==> config.mk <==
export PLATFORM = sky130hd
export DESIGN_NAME = lpac_top
export DESIGN_NICKNAME = d
export VERILOG_FILES = /design/src/rtl/lpac_irq.v /design/src/rtl/lpac_top.v
export VERILOG_INCLUDE_DIRS = /design/src /design/src/rtl
export SDC_FILE = /design/constraint.sdc
export NUM_CORES = 1
export LEC_CHECK = 0
export ABC_AREA = 1
export ABC_CLOCK_PERIOD_IN_PS = 1100
export BUFFER_PORTS_ARGS = -buffer_cell sky130_fd_sc_hd__buf_2
export CAP_MARGIN = 20
export CELL_PAD_IN_SITES_DETAIL_PLACEMENT = 0
export CELL_PAD_IN_SITES_GLOBAL_PLACEMENT = 1
export CORE_MARGIN = 5
export CORE_UTILIZATION = 32
export CTS_CLUSTER_DIAMETER = 80
export CTS_CLUSTER_SIZE = 24
export DETAILED_ROUTE_END_ITERATION = 8
export HOLD_SLACK_MARGIN = 0.06
export PLACE_DENSITY_LB_ADDON = 0.1
export SLEW_MARGIN = 20
export SYNTH_ARGS = -nofsm -noshare
export SYNTH_HDL_FRONTEND = slang
export SYNTH_SLANG_ARGS = --single-unit
==> constraint.sdc <==
create_clock -name pclk -period 1.1 [get_ports pclk]
set_input_delay 0.22 -clock pclk [delete_from_list [all_inputs] [get_ports pclk]]
set_output_delay 0.22 -clock pclk [all_outputs]
set_load 0.005 [all_outputs]
==> src/rtl/lpac_defines.vh <==
// Overview of operation
// - view holds partner base page abilities
// - after completion, next page replaces view
// - bit 15 partner next page request
// - bit 14 acknowledge follows received bursts
// - bit 13 partner remote fault flag
// - bit 12 reserved, reads zero while the base page is shown
// - bit 11 partner asymmetric pause ability
// - bit 10 partner symmetric pause ability
// - bit 9 partner four pair ability
// - bit 8 fast full duplex ability
// - bit 7 fast half duplex ability
// - bit 6 slow full duplex ability
// - bit 5 slow half duplex ability
// - bits 4:0 selector, zero after reset
// - selector 00001 means ieee 802.3
`ifndef LPAC_DEFINES_VH
`define LPAC_DEFINES_VH
// register word indexes, byte address is index times four
`define LPAC_IDX_W 6
`define LPAC_IDX_VIEW 6'h05
`define LPAC_IDX_NEXT 6'h10
`define LPAC_IDX_CTRL 6'h11
`define LPAC_IDX_STAT 6'h12
`define LPAC_IDX_IRQ_STAT 6'h13
`define LPAC_IDX_IRQ_MASK 6'h14
`define LPAC_ADDR_W 8
`define LPAC_IDX_HI 7
`define LPAC_IDX_LO 2
// page layout
`define LPAC_PAGE_W 16
`define LPAC_BIT_NP 15
`define LPAC_BIT_ACK 14
`define LPAC_BIT_RF 13
`define LPAC_BIT_RSV 12
`define LPAC_BIT_ASM 11
`define LPAC_BIT_PAUSE 10
`define LPAC_BIT_T4 9
`define LPAC_BIT_TXFD 8
`define LPAC_BIT_TX 7
`define LPAC_BIT_TFD 6
`define LPAC_BIT_T10 5
`define LPAC_SEL_HI 4
`define LPAC_SEL_LO 0
`define LPAC_SEL_W 5
`define LPAC_SEL_IEEE 5'h01
`define LPAC_PAGE_RST 16'h0000
`define LPAC_SEL_RST 5'h00
// control, status and interrupt layouts
`define LPAC_CTRL_W 1
`define LPAC_CTRL_NPEN 0
`define LPAC_CTRL_RST 1'h0
`define LPAC_STAT_W 4
`define LPAC_STAT_DONE 0
`define LPAC_STAT_IEEE 1
`define LPAC_STAT_NEXT 2
`define LPAC_STAT_BASE 3
`define LPAC_IRQ_W 4
`define LPAC_IRQ_BASE 0
`define LPAC_IRQ_NEXT 1
`define LPAC_IRQ_RF 2
`define LPAC_IRQ_DONE 3
`define LPAC_IRQ_RST 4'h0
`define LPAC_DATA_W 32
`define LPAC_DATA_RST 32'h00000000
`endif

==> src/rtl/lpac_irq.v <==
`timescale 1ns/1ps
`include "lpac_defines.vh"
module lpac_irq (
	input wire pclk, // bus clock
	input wire presetn, // async reset, active low
	input wire clk_en, // freezes state while low
	input wire [`LPAC_IRQ_W-1:0] event_pulse, // one-cycle events
	input wire [`LPAC_IRQ_W-1:0] clear_ones, // write-one-to-clear mask
	input wire mask_we, // mask write strobe
	input wire [`LPAC_IRQ_W-1:0] mask_wdata, // new mask value
	output wire [`LPAC_IRQ_W-1:0] irq_status, // sticky status bits
	output reg [`LPAC_IRQ_W-1:0] irq_mask, // enable mask
	output wire irq // level interrupt
);
	reg [`LPAC_IRQ_W-1:0] sticky;
	genvar i;

	// sticky bits per event; a set in the clearing cycle wins
	generate
		for (i = 0; i < `LPAC_IRQ_W; i = i + 1) begin : g_bit
			always @(posedge pclk or negedge presetn) begin
				if (!presetn) begin
					sticky[i] <= 1'b0;
				end else if (clk_en) begin
					if (event_pulse[i]) begin
						sticky[i] <= 1'b1;
					end else if (clear_ones[i]) begin
						sticky[i] <= 1'b0;
					end
				end
			end
		end
	endgenerate

	// mask register
	always @(posedge pclk or negedge presetn) begin
		if (!presetn) begin
			irq_mask <= `LPAC_IRQ_RST;
		end else if (clk_en && mask_we) begin
			irq_mask <= mask_wdata;
		end
	end

	assign irq_status = sticky;
	assign irq = |(sticky & irq_mask);
endmodule

==> src/rtl/lpac_top.v <==
`timescale 1ns/1ps
`include "lpac_defines.vh"
module lpac_top (
	input wire pclk, // bus and management clock
	input wire presetn, // async reset, active low
	input wire clk_en, // freezes all state while low
	input wire psel, // apb select
	input wire penable, // apb access phase
	input wire pwrite, // apb direction
	input wire [`LPAC_ADDR_W-1:0] paddr, // apb byte address
	input wire [`LPAC_DATA_W-1:0] pwdata, // apb write data
	output reg [`LPAC_DATA_W-1:0] prdata, // apb read data
	output wire pready, // apb ready
	output reg pslverr, // apb error on unmapped address
	input wire [`LPAC_PAGE_W-1:0] rx_page, // page word from negotiation engine
	input wire rx_base_valid, // pulse: rx_page is a base page
	input wire rx_next_valid, // pulse: rx_page is a next page
	input wire rx_ack, // acknowledge level from received bursts
	input wire an_complete, // negotiation completed successfully
	input wire an_restart, // pulse: negotiation restarts
	output wire irq // level interrupt
);
	reg [`LPAC_PAGE_W-1:0] base_page;
	reg [`LPAC_PAGE_W-1:0] next_page;
	reg partner_ack;
	reg base_seen;
	reg next_seen;
	reg an_done;
	reg ctrl_np_enable;
	reg rf_prev;
	reg [`LPAC_PAGE_W-1:0] partner_ability_view;
	reg [`LPAC_PAGE_W-1:0] next_base_page;
	reg [`LPAC_DATA_W-1:0] next_prdata;
	reg next_pslverr;
	wire [`LPAC_IDX_W-1:0] idx;
	wire setup;
	wire access;
	wire wr_access;
	wire show_next;
	wire sel_ieee;
	wire [`LPAC_STAT_W-1:0] status_word;
	wire [`LPAC_IRQ_W-1:0] irq_events;
	wire [`LPAC_IRQ_W-1:0] irq_clear;
	wire [`LPAC_IRQ_W-1:0] irq_status;
	wire [`LPAC_IRQ_W-1:0] irq_mask;
	wire mask_we;
	wire ctrl_we;

	// apb phase decode
	assign idx = paddr[`LPAC_IDX_HI:`LPAC_IDX_LO];
	assign setup = psel & ~penable;
	assign access = psel & penable;
	assign wr_access = access & pwrite & clk_en;
	assign pready = clk_en;

	// write strobes; the view and the next page word take no write
	assign ctrl_we = wr_access & (idx == `LPAC_IDX_CTRL);
	assign mask_we = wr_access & (idx == `LPAC_IDX_IRQ_MASK);
	assign irq_clear = (wr_access && idx == `LPAC_IDX_IRQ_STAT) ?
		pwdata[`LPAC_IRQ_W-1:0] : `LPAC_IRQ_RST;

	// control register: next page support enable
	always @(posedge pclk or negedge presetn) begin
		if (!presetn) begin
			ctrl_np_enable <= `LPAC_CTRL_RST;
		end else if (ctrl_we) begin
			ctrl_np_enable <= pwdata[`LPAC_CTRL_NPEN];
		end
	end

	// build the stored base page from the received word field by field
	always @* begin
		next_base_page = `LPAC_PAGE_RST;
		next_base_page[`LPAC_BIT_NP] = rx_page[`LPAC_BIT_NP];
		next_base_page[`LPAC_BIT_RF] = rx_page[`LPAC_BIT_RF];
		next_base_page[`LPAC_BIT_RSV] = 1'b0;
		next_base_page[`LPAC_BIT_ASM] = rx_page[`LPAC_BIT_ASM];
		next_base_page[`LPAC_BIT_PAUSE] = rx_page[`LPAC_BIT_PAUSE];
		next_base_page[`LPAC_BIT_T4] = rx_page[`LPAC_BIT_T4];
		next_base_page[`LPAC_BIT_TXFD] = rx_page[`LPAC_BIT_TXFD];
		next_base_page[`LPAC_BIT_TX] = rx_page[`LPAC_BIT_TX];
		next_base_page[`LPAC_BIT_TFD] = rx_page[`LPAC_BIT_TFD];
		next_base_page[`LPAC_BIT_T10] = rx_page[`LPAC_BIT_T10];
		next_base_page[`LPAC_SEL_HI:`LPAC_SEL_LO] =
			rx_page[`LPAC_SEL_HI:`LPAC_SEL_LO];
	end

	// base page capture; a restart keeps the old abilities until a new page
	always @(posedge pclk or negedge presetn) begin
		if (!presetn) begin
			base_page <= `LPAC_PAGE_RST;
			base_seen <= 1'b0;
		end else if (clk_en) begin
			if (rx_base_valid) begin
				base_page <= next_base_page;
				base_seen <= 1'b1;
			end
		end
	end

	// next page capture; cleared on restart so the base page shows again
	always @(posedge pclk or negedge presetn) begin
		if (!presetn) begin
			next_page <= `LPAC_PAGE_RST;
			next_seen <= 1'b0;
		end else if (clk_en) begin
			if (rx_next_valid) begin
				next_page <= rx_page;
				next_seen <= 1'b1;
			end else if (an_restart) begin
				next_page <= `LPAC_PAGE_RST;
				next_seen <= 1'b0;
			end
		end
	end

	// acknowledge follows the burst engine only; no bus path reaches it
	always @(posedge pclk or negedge presetn) begin
		if (!presetn) begin
			partner_ack <= 1'b0;
		end else if (clk_en) begin
			partner_ack <= rx_ack;
		end
	end

	// completion flag, dropped by a restart
	always @(posedge pclk or negedge presetn) begin
		if (!presetn) begin
			an_done <= 1'b0;
		end else if (clk_en) begin
			if (an_restart) begin
				an_done <= 1'b0;
			end else if (an_complete) begin
				an_done <= 1'b1;
			end
		end
	end

	// view selection: next page only after success with next pages enabled
	assign show_next = ctrl_np_enable & an_done & next_seen;

	always @* begin
		if (show_next) begin
			partner_ability_view = next_page;
		end else begin
			partner_ability_view = base_page;
		end
		partner_ability_view[`LPAC_BIT_ACK] = partner_ack;
		if (!show_next) begin
			partner_ability_view[`LPAC_BIT_RSV] = 1'b0;
		end
	end

	// selector check against the ieee 802.3 code
	assign sel_ieee = base_seen &&
		(base_page[`LPAC_SEL_HI:`LPAC_SEL_LO] == `LPAC_SEL_IEEE);

	// status word
	assign status_word[`LPAC_STAT_DONE] = an_done;
	assign status_word[`LPAC_STAT_IEEE] = sel_ieee;
	assign status_word[`LPAC_STAT_NEXT] = show_next;
	assign status_word[`LPAC_STAT_BASE] = base_seen;

	// remote fault edge tracking for its interrupt
	always @(posedge pclk or negedge presetn) begin
		if (!presetn) begin
			rf_prev <= 1'b0;
		end else if (clk_en) begin
			rf_prev <= base_page[`LPAC_BIT_RF];
		end
	end

	// interrupt events
	assign irq_events[`LPAC_IRQ_BASE] = rx_base_valid;
	assign irq_events[`LPAC_IRQ_NEXT] = rx_next_valid;
	assign irq_events[`LPAC_IRQ_RF] = base_page[`LPAC_BIT_RF] & ~rf_prev;
	assign irq_events[`LPAC_IRQ_DONE] = an_complete & ~an_done & ~an_restart;

	lpac_irq i_lpac_irq (
		.pclk(pclk),
		.presetn(presetn),
		.clk_en(clk_en),
		.event_pulse(irq_events),
		.clear_ones(irq_clear),
		.mask_we(mask_we),
		.mask_wdata(pwdata[`LPAC_IRQ_W-1:0]),
		.irq_status(irq_status),
		.irq_mask(irq_mask),
		.irq(irq)
	);

	// read mux and error decode, evaluated in the setup cycle
	always @* begin
		next_prdata = `LPAC_DATA_RST;
		next_pslverr = 1'b0;
		if (idx == `LPAC_IDX_VIEW) begin
			next_prdata[`LPAC_PAGE_W-1:0] = partner_ability_view;
		end else if (idx == `LPAC_IDX_NEXT) begin
			next_prdata[`LPAC_PAGE_W-1:0] = next_page;
		end else if (idx == `LPAC_IDX_CTRL) begin
			next_prdata[`LPAC_CTRL_NPEN] = ctrl_np_enable;
		end else if (idx == `LPAC_IDX_STAT) begin
			next_prdata[`LPAC_STAT_W-1:0] = status_word;
		end else if (idx == `LPAC_IDX_IRQ_STAT) begin
			next_prdata[`LPAC_IRQ_W-1:0] = irq_status;
		end else if (idx == `LPAC_IDX_IRQ_MASK) begin
			next_prdata[`LPAC_IRQ_W-1:0] = irq_mask;
		end else begin
			next_pslverr = 1'b1;
		end
		if (pwrite) begin
			next_prdata = `LPAC_DATA_RST;
		end
	end

	// read data and error registered ahead of the access phase
	always @(posedge pclk or negedge presetn) begin
		if (!presetn) begin
			prdata <= `LPAC_DATA_RST;
			pslverr <= 1'b0;
		end else if (clk_en) begin
			if (setup) begin
				prdata <= next_prdata;
				pslverr <= next_pslverr;
			end else if (access) begin
				prdata <= `LPAC_DATA_RST;
				pslverr <= 1'b0;
			end
		end
	end
endmodule

==> metrics.yaml, run 1 <==
status:
  status: "finished with violations"
  violations: "setup timing"
layout:
  final_cell_count_no_fill: 620
  drive_above_1_share_pct: 30.96
  mostFrequentLayoutCells: "nand2_1 (120), dfrtp_1 (61), buf_2 (55), buf_4 (45)"
  fillerInstances: 980
  final_net_count: 554
  mostFrequentLayoutCell: "nand2_1"
  insertedDiodeCount: 0
  syn2layout_area_growth_pct: 33.14
  final_util_pct: 43.74
floorplanning:
  rows: 35
  core_sq_um: 9240
  fp.dieH_um: 107.4
  die-area_sq_um: 11530
  initial_core_util_pct: 32.85
  io-pin-count: 102
  die_w_um: 107.4
drt:
  drt_pass1_iterations: 6
  drt_iter0_markers: 84
  wl_per_cell_um: 12.83
  drtAntennaViolNets: 0
  vias_per_cell: 4.268
  vias: 2646
  drc: 0
  totalWireLength_mm: 7.954
sta:
  slew_viol_final: 0
  fin_ws_ns: -0.1910
  fin_crit_sh_pct: 117.4
  finClkSkew_ns: 0.009837
  rsz0062_at_grt: "true"
  max_freq_mhz: 774.6
  hold_violations: 0
  period_minus_slack_ns: 1.291
  setup_viol: 10
power:
  ir_drop_v: 0.0005650
  p_int_uw: 3806
  swShare_pct: 25.60
  comb_power_share_pct: 11.5
  powerDensity_nw_per_um2: 1266
  p_switching_uw: 1310
  clock_power_share_pct: 39.7
  p_leak_uw: 0.002187
  seqPwrFrac_pct: 48.8
placed_design:
  portBuffers: 55
  hpwl_mm: 5.747
  placedCellCount: 592
  globalplace.congestion: 0.8142
yosys:
  ys_types: 28
  yosys.area.top_type_share_pct: 50.29
  post_synth_instance_area_sq_um: 3035
  syn_area_per_cell_sq_um: 7.905
  yosysSeqAreaShare_pct: 50.29
  ys_warn_count: 0
  netlist_instances: 384
  synth_largest_area_cell: "dfrtp_1"
  synth_seq_cells: 61
  synthTopCellsByArea: "dfrtp_1 (50%), nand2_1 (16%), o21ai_0 (5.9%)"
clock_tree:
  cts_max_level: 3
  cts_tree: "yes"
  cts_root_buf: "clkbuf_8"
  path_clk_slew_ns: 0.07
  ctsLongestPathBuffers: 2
  clk_latency_ns: 0.33
  clkSinkCount: 61
  cts_made_buffers: 9
grt:
  track_usage_pct: 14.89
  grt_pass1_vias: 2735
  overflow: 0
  grt_max_degree: 62
  antenna_found_initial: 0
  grt_first_pass_wirelength_mm: 13.56
worst_setup_path:
  crit_family: "flip-flops"
  crit_path_max_incr_delay_ns: 0.39
  crit_chain: "nand2_1, o2111ai_2, buf_2"
  path_buf_inv: 1
  cp_max_fo: 2
  required_ns: 0.88
  cp-start-kind: "flip-flop"
  cpMaxStageDelayCell: "dfrtp_1"
  worst-setup-path-type: "flip-flop to primary output"
  worstSetupEndpointType: "primary output"
  arrival_ns: 1.07
run:
  maxCapViolCount: 0
hold_path:
  min_path_type: "input pin to flip-flop"
[cell families (layout without fill, tap and decap cells)]
| family | after synthesis | in the layout | synth area share, % |
|---|---|---|---|
| AOI/OAI and AO/OA | 61 | 61 | 10.64 |
| buffers and inverters | 72 | 164 | 12.08 |
| DFF | 61 | 61 | 50.29 |
| muxes | 1 | 1 | 0.3710 |
| other | 1 | 16 | 0.1235 |
| and+or+nand+nor | 188 | 188 | 26.50 |
[cell usage after synthesis]
cell	n
a21oi_1	4
a31oi_1	1
clkbuf_1	6
nor2_2	1
buf_4	21
nor3_1	1
inv_2	4
dfrtp_1	61
o211ai_1	1
inv_1	37
a22oi_1	1
nand3_2	2
nand4_1	2
nor2_4	2
nor2_8	1
o2111ai_1	1
nand2_1	126
nand3_1	29
o22ai_1	6
buf_2	2
o21ai_1	11
nor3_2	1
mux2_2	1
conb_1	1
buf_6	2
nand3b_1	1
nor2_1	22
o21ai_0	36
[cell type report]
class / instances / area (sq um) / area share [%]
clock buffers: 11 / 151.4 / 3.746
clock inverters: 4 / 47.55 / 1.176
inverters: 41 / 153.9 / 3.808
multi-input cells: 266 / 1264 / 31.27
flip-flops and latches: 61 / 1526 / 37.77
well taps: 129 / 161.4 / 3.994
repair buffers: 108 / 737.0 / 18.24
[metrics by stage]
step | cell area (sq um) | setup slack (ns) | power, uW | hold slack, ns | setup TNS, ns
final | 4041 | -0.1910 | 5116 | 0.1244 | -0.4729
after global routing | 4041 | -0.2558 | 5415 | 0.1115 | -1.851
after CTS | 3958 | -0.2016 | 5196 | 0.1135 | -0.3022
after detailed placement | 3674 | -0.2525 | 3108 | 0.2641 | -5.498
after global placement | 3674 | -0.2482 | 3099 | 0.2659 | -5.458
after floorplan | 3099 | 0.004173 | 2830 | -0.07559 | 0
[sequential cells by signal, summed over array words and instances, names as in the netlist]
register,count
rf_prev,1
i_lpac_irq.irq_status,4
i_lpac_irq.irq_mask,4
partner_ack,1
base_seen,1
next_seen,1
base_page,14
prdata,16
next_page,16
pslverr,1
ctrl_np_enable,1
an_done,1
[worst register-to-register path, cell delays in order (launching register included)]
cell and delay (ns):
dfrtp_1 0.37, nand3_2 0.14, nor2_4 0.18, buf_6 0.15, nand2_2 0.04, nand2_1 0.05
nor2_1 0.04, nand2_1 0.07, nand2_1 0.05
[per-layer routing]
metal	up-vias	routed length (um)	global-route usage [%]
met2	49	3527	23.50
li1	1391	-	-
met1	1200	4039	20.47
met4	0	53	3.968
met3	6	334	3.539
met5	-	0	0
[final timing paths]
kind | from | end | cells past startpoint | slack [ns]
max | i_lpac_irq.irq_mask[0] | irq | 3 | -0.19
max reg2reg | next_seen | prdata[3] | 8 | -0.07
min reg2reg | base_seen | base_seen | 2 | 0.45
max in group asynchronous | presetn | base_page[0] | 3 | 0.37
min | rx_page[12] | next_page[12] | 3 | 0.12
min in group asynchronous | presetn | prdata[2] | 3 | 0.43
[power by group through the flow]
stage | combinational, uW | clock (uW) | sequential (uW)
2_1_floorplan | 321 | 0 | 2510
3_3_place_gp | 573 | 0 | 2530
6_report | 589 | 2030 | 2490
5_1_grt | 688 | 2210 | 2510
4_1_cts | 597 | 2110 | 2490
3_5_place_dp | 579 | 0 | 2530
[timing repair]
action / 4_1_cts / 5_1_grt
pin swaps: 9 / 22
cloned: 0 / 0
endpoints found under the setup margin: 16 / 29
buffers inserted: 6 / 7
gates resized for setup: 10 / 12
endpoints found under the hold margin: 61 / 0
hold buffers: 1 / 0
No activity file was read; power rests on OpenSTA's default activity.
==> run 2: changes to the inputs <==
RECOVER_POWER = 25   (was unset)
==> run 2 against run 1 <==
- the run still ends with setup timing left
- critical path depth stayed put
- cell count stayed put
- sequential power hardly changed
- wire length hardly changed
- count of clock-buffer cells in the layout stayed put
- total power is 0.27% lower
- die area stayed put
- global-route usage stayed put
- via count is 0.15% lower
==> metrics.yaml, run 2 (synthesis gave the netlist of run 1 again) <==
clock_tree:
  clkSinkCount: 61  # unchanged
  cts_made_buffers: 9  # unchanged
  path_clk_slew_ns: 0.07  # about the same
  cts_tree: "yes"
  clk_latency_ns: 0.33  # about the same
  cts_root_buf: "clkbuf_8"
  ctsLongestPathBuffers: 2  # unchanged
  cts_max_level: 3  # unchanged
grt:
  grt_pass1_vias: 2735  # unchanged
  track_usage_pct: 14.89  # unchanged
  antenna_found_initial: 0  # unchanged
  grt_first_pass_wirelength_mm: 13.56  # unchanged
  grt_max_degree: 62  # unchanged
  overflow: 0  # unchanged
worst_setup_path:
  rr_startpoint: "next_seen"
  r2r_cells: 8  # unchanged
  crit_chain: "nand2_1, o2111ai_2, buf_2"
  cp_max_fo: 2  # unchanged
  reg2reg_slack_ns: -0.07  # about the same
  rr_endpoint: "prdata[3]"
  cp-start-kind: "flip-flop"
  crit_family: "flip-flops"
  worst-setup-path-type: "flip-flop to primary output"
  required_ns: 0.88  # about the same
  worstSetupEndpointType: "primary output"
  arrival_ns: 1.07  # about the same
  crit_path_max_incr_delay_ns: 0.39  # about the same
  path_buf_inv: 1  # unchanged
  cpMaxStageDelayCell: "dfrtp_1"
layout:
  insertedDiodeCount: 0  # unchanged
  biggestRegsByFlops: "next_page: 16 flops, prdata: 16 flops, base_page: 14 flops"
  syn2layout_area_growth_pct: 32.19
  fillerInstances: 983  # +0.31%
  seqCellArea_sq_um: 1526  # unchanged
  mostFrequentLayoutCell: "nand2_1"
  final_net_count: 554  # unchanged
  final_cell_count_no_fill: 620  # unchanged
  multi_input_area_sq_um: 1264  # unchanged
  drive_above_1_share_pct: 30.55  # -0.41 points
  mostFrequentLayoutCells: "nand2_1 (120), dfrtp_1 (61), buf_2 (54), buf_4 (44)"
drt:
  vias_per_cell: 4.261  # -0.15%
  drt_iter0_markers: 83  # -1.2%
  vias: 2642  # -0.15%
  drt_pass1_iterations: 4  # -2
  drtAntennaViolNets: 0  # unchanged
  drc: 0  # unchanged
  wl_per_cell_um: 12.83  # about the same
  totalWireLength_mm: 7.952  # about the same
placed_design:
  hpwl_mm: 5.747  # unchanged
  placedCellCount: 592  # unchanged
  portBuffers: 55  # unchanged
  globalplace.congestion: 0.8142  # unchanged
floorplanning:
  core_sq_um: 9240  # unchanged
  initial_core_util_pct: 32.85  # unchanged
  die-area_sq_um: 11530  # unchanged
  die_w_um: 107.4  # unchanged
  rows: 35  # unchanged
  io-pin-count: 102  # unchanged
  fp.dieH_um: 107.4  # unchanged
sta:
  tightest_slew_ns: 0.5817
  slew_viol_final: 0  # unchanged
  max-slew-margin-rel_pct: 61.22
  fin_ws_ns: -0.1908  # +0.0001230 ns
  max_freq_mhz: 774.7  # about the same
  hold_violations: 0  # unchanged
  period_minus_slack_ns: 1.291  # -0.0001230 ns
  setup_viol: 11  # +1
  fin_crit_sh_pct: 117.3  # about the same
  finClkSkew_ns: 0.009905  # +0.00006783 ns
  rsz0062_at_grt: "true"
  timing.hold.ws_ns: 0.1243  # -0.0001230 ns
power:
  powerDensity_nw_per_um2: 1271  # +0.45%
  ir_drop_v: 0.0005624  # -0.45%
  p_leak_uw: 0.002172  # -0.72%
run:
  maxCapViolCount: 0  # unchanged
hold_path:
  hp-start: "rx_page[12]"
  min_path_type: "input pin to flip-flop"
  min_to: "next_page[12]"
  min_path_cells: 3  # unchanged
status:
  status: "finished with violations"
  violations: "setup timing"
-- run 2: cell count changes in the layout (fill, tap and decap cells not counted) --
| cell | delta |
|---|---|
| buf_12 | -2 |
| buf_2 | -1 |
| buf_4 | -1 |
| buf_6 | +1 |
| clkbuf_1 | +2 |
| clkbuf_2 | +1 |
-- run 2: worst max-delay path by stage --
stage | depth (start not counted) | to | slack (ns) | startpoint
after floorplan | 7 | i_lpac_irq.irq_status[2] | 0.004 | clk_en
after global placement | 12 | prdata[3] | -0.25 | paddr[3]
after detailed placement | 12 | prdata[3] | -0.25 | paddr[5]
after CTS | 3 | irq | -0.20 | i_lpac_irq.irq_mask[1]
after global routing | 3 | irq | -0.26 | i_lpac_irq.irq_mask[0]
final | 3 | irq | -0.19 | i_lpac_irq.irq_mask[0]
-- run 2: tightest hold or removal path, cell delays in order --
cell and delay [ns]:
buf_2 0.07, nand3_1 0.06, nand2_1 0.07
-- run 2: power breakdown --
part,switching (uW),internal [uW],total (uW)
clock network,882,1150,2030
registers,96.9,2400,2490
logic,329,246,575
total,1310,3790,5100
-- run 2: layer usage --
layer | global-route usage [%] | share of wire, %
met1 | 20.47 | 51
met2 | 23.50 | 44
met3 | 3.539 | 4.4
met4 | 3.968 | 0.67
met5 | 0 | 0
-- run 2: what timing repair did --
action	in CTS	in global routing
pin swaps	9	22
cloned	0	0
resized for setup	10	12
hold buffers	1	0
hold endpoints to repair	61	0
endpoints found under the setup margin	16	29
buffers inserted	6	7
-- run 2: cell type report --
cell class | instances | share of cell area, %
Tap cell | 129 | 4.022
Clock inverter | 4 | 1.185
Clock buffer | 11 | 3.773
Timing Repair Buffer | 108 | 17.65
Multi-Input combinational cell | 266 | 31.49
Inverter | 41 | 3.835
Sequential cell | 61 | 38.04
-- run 2: per-stage QoR --
stage               TNS (ns)  utilization, %  area, sq um  setup slack [ns]  power [uW]
floorplan                  0               -         3099          0.004173        2830
detailed placement    -5.498           39.76         3674           -0.2525        3108
global route          -2.396           43.43         4013           -0.2558        5401
CTS                  -0.3022           42.83         3958           -0.2016        5196
global placement      -5.458           39.76         3674           -0.2482        3099
finish               -0.4847           43.43         4013           -0.1908        5102
==> run 3: changes to the inputs <==
ABC_AREA = 0   (was 1)
CORE_UTILIZATION = 34   (was 32)
SLEW_MARGIN = 40   (was 20)
==> run 3 against run 2 <==
- the run still ends with setup timing left
- critical path depth up 1
- worst setup slack got worse by 0.19 ns
- clock skew about the same
- sequential cell count is the same
- count of clock-buffer cells in the layout down 1
- hold slack worse by 0.023 ns
- sequential share of layout area increased by 1.1 points
- maximum frequency shrank 13%
- critical path type is now flip-flop to flip-flop
- wire length decreased by 4.1%
==> metrics.yaml, run 3 <==
status:
  status: "finished with violations"
  violations: "setup timing"
drt:
  vias_per_cell: 4.933  # +16%
  vias: 2210  # -16%
  drc: 0  # unchanged
  drtAntennaViolNets: 0  # unchanged
  totalWireLength_mm: 7.625  # -4.1%
  drt_iter0_markers: 75  # -9.6%
  drt_pass1_iterations: 4  # unchanged
  wl_per_cell_um: 17.02  # +33%
floorplanning:
  die-area_sq_um: 10260  # -11%
  die_w_um: 101.3  # -5.7%
  core_sq_um: 8175  # -12%
  fp.dieH_um: 101.3  # -5.7%
  io-pin-count: 102  # unchanged
  initial_core_util_pct: 34.68  # +1.8 points
  rows: 33  # -5.7%
clock_tree:
  cts_tree: "yes"
  path_clk_slew_ns: 0.08  # about the same
  clkSinkCount: 61  # unchanged
  cts_made_buffers: 9  # unchanged
  cts_max_level: 3  # unchanged
  ctsLongestPathBuffers: 2  # unchanged
  cts_root_buf: "clkbuf_8"
  clk_latency_ns: 0.33  # about the same
placed_design:
  portBuffers: 55  # unchanged
  globalplace.congestion: 0.8201  # +0.72%
  place_area_sq_um: 3455  # -6.0%
  pre_cts_ws_ns: -0.4228  # -0.1703 ns
  hpwl_mm: 5.295  # -7.9%
worst_setup_path:
  crit_family: "compound AO/OA/AOI/OAI gates"
  cpMaxStageDelayCell: "dfrtp_1"
  arrival_ns: 1.71  # +0.64 ns
  crit_chain: "mux2_4, a22o_1, a221o_1, a32o_1"
  worstSetupEndpointType: "flip-flop"
  required_ns: 1.32  # +0.44 ns
  crit_path_max_incr_delay_ns: 0.42  # +0.03 ns
  path_buf_inv: 0  # -1
  cp_max_fo: 3  # +1
  cp-start-kind: "flip-flop"
  worst-setup-path-type: "flip-flop to flip-flop"
sta:
  fin_ws_ns: -0.3824  # -0.1916 ns
  max_freq_mhz: 674.6  # -13%
  hold_violations: 0  # unchanged
  slew_viol_final: 0  # unchanged
  fin_crit_sh_pct: 134.8  # +17 points
  setup_viol: 17  # +6
  finClkSkew_ns: 0.009423  # -0.0004826 ns
  rsz0062_at_grt: "true"
  period_minus_slack_ns: 1.482  # +0.1916 ns
  timing.hold.ws_ns: 0.1015  # -0.02284 ns
hold_path:
  min_path_type: "input pin to flip-flop"
layout:
  final_net_count: 405  # -27%
  mostFrequentLayoutCell: "dfrtp_1"
  final_util_pct: 47.72  # +4.3 points
  syn2layout_area_growth_pct: 37.60
  mostFrequentLayoutCells: "dfrtp_1 (61), buf_2 (51), buf_4 (34), a22o_1 (21), conb_1 (16)"
  insertedDiodeCount: 0  # unchanged
  drive_above_1_share_pct: 45.19  # +15 points
  final_area_sq_um: 3901  # -2.8%
  biggestRegsByFlops: "next_page: 16 flops, prdata: 16 flops, base_page: 14 flops"
power:
  seqPwrFrac_pct: 46.6  # -2.3 points
  total_power_uw: 5405  # +5.9%
  ir_drop_v: 0.0007894  # +40%
  p_switching_uw: 1336  # +2.1%
  powerDensity_nw_per_um2: 1385  # +9.0%
  clock_power_share_pct: 40.6  # +0.8 points
  comb_power_share_pct: 12.8  # +1.5 points
  p_leak_uw: 0.001906  # -12%
  p_int_uw: 4069  # +7.3%
  swShare_pct: 24.72  # -0.93 points
yosys:
  synthArstFlopShare_pct: 100.0  # unchanged
  ys_types: 45  # +61%
  synth_edf_count: 0  # unchanged
  synthTopCellsByArea: "dfrtp_1 (54%), mux2_2 (7.1%), a22o_1 (6.5%)"
  synth_seq_cells: 61  # unchanged
  ys_warn_count: 0  # unchanged
  yosys.area.top_type_share_pct: 53.84  # +3.6 points
  synth_largest_area_cell: "dfrtp_1"
  synthTopCellsByCount: "dfrtp_1 (61), a22o_1 (21), buf_4 (18), mux2_2 (18), nand2_1 (14)"
  syn_area_per_cell_sq_um: 11.96  # +51%
  post_synth_instance_area_sq_um: 2835  # -6.6%
  netlist_instances: 237  # -38%
  yosysSeqAreaShare_pct: 53.84  # +3.6 points
  synth-main-ff-cell: "dfrtp_1"
  yosysMostFrequentCell: "dfrtp_1"
grt:
  grt_first_pass_wirelength_mm: 12.01  # -11%
  grt_pass1_vias: 2287  # -16%
  grt_max_degree: 58  # -6.5%
  antenna_found_initial: 0  # unchanged
  overflow: 0  # unchanged
  track_usage_pct: 15.49  # +0.60 points
run:
  maxCapViolCount: 0  # unchanged
run 3: changes by cell type in the layout (fill, tap and decap cells not counted), moves of 6 or more:
cell     delta
a221o_1    +11
a22o_1     +21
and2_1     +11
buf_4      -10
inv_1      -30
inv_2       -6
mux2_2     +14
nand2_1   -108
nand3_1    -24
nor2_1     -21
o21ai_0    -32
o22ai_1     -6
run 3: layout make-up:
class | count | area, sq um
fillers | 800 | 4274
flip-flops and latches | 61 | 1526
multi-input cells | 157 | 1256
repair buffers | 104 | 754.5
well taps | 105 | 131.4
clock buffers | 10 | 127.6
clock inverters | 6 | 86.33
inverters | 5 | 18.77
run 3: what timing repair did:
action | in CTS | in global routing
pin swaps | 10 | 13
cloned | 1 | 0
buffers inserted | 6 | 6
hold endpoints to repair | 61 | 0
setup endpoints to repair | 28 | 39
resized for setup | 19 | 20
hold buffers | 1 | 0
run 3: kinds of logic after synthesis:
group | count (synthesis) | synth area share, %
flops | 61 | 53.84
mux | 25 | 10.02
compound gates | 63 | 17.34
buf+inv | 34 | 7.414
simple gates | 53 | 11.25
other cells | 1 | 0.1323
run 3: routing by layer:
layer	vias to the layer above	global-route usage (%)	part of all wire, %
met2	60	24.14	47
met4	0	5.010	1.5
met1	1081	20.55	45
met3	10	4.890	6.2
met5	-	0	0
li1	1059	-	-
run 3: final timing paths:
path / from / end / slack [ns] / depth (start not counted)
hold reg to reg: rf_prev / i_lpac_irq.irq_status[2] / 0.45 / 1
hold / removal: rx_page[12] / next_page[12] / 0.10 / 2
setup / recovery: i_lpac_irq.irq_status[3] / prdata[3] / -0.38 / 4
min in group asynchronous: presetn / i_lpac_irq.irq_mask[2] / 0.27 / 2
max in group asynchronous: presetn / base_seen / 0.11 / 3
setup reg to reg: i_lpac_irq.irq_status[3] / prdata[3] / -0.38 / 4
run 3: power by group through the flow:
| stage | registers [uW] | clock network (uW) | logic, uW |
|---|---|---|---|
| floorplan | 2530 | 0 | 352 |
| CTS | 2520 | 2250 | 676 |
| global route | 2540 | 2350 | 764 |
| finish | 2520 | 2190 | 691 |
| detailed placement | 2560 | 0 | 629 |
| global placement | 2550 | 0 | 624 |
run 3: per-stage QoR:
stage               setup TNS, ns  cells
floorplan                  -5.788    252
global placement           -11.66    418
detailed placement         -12.02    418
CTS                        -4.921    442
global route               -6.497    448
finish                     -4.657    448
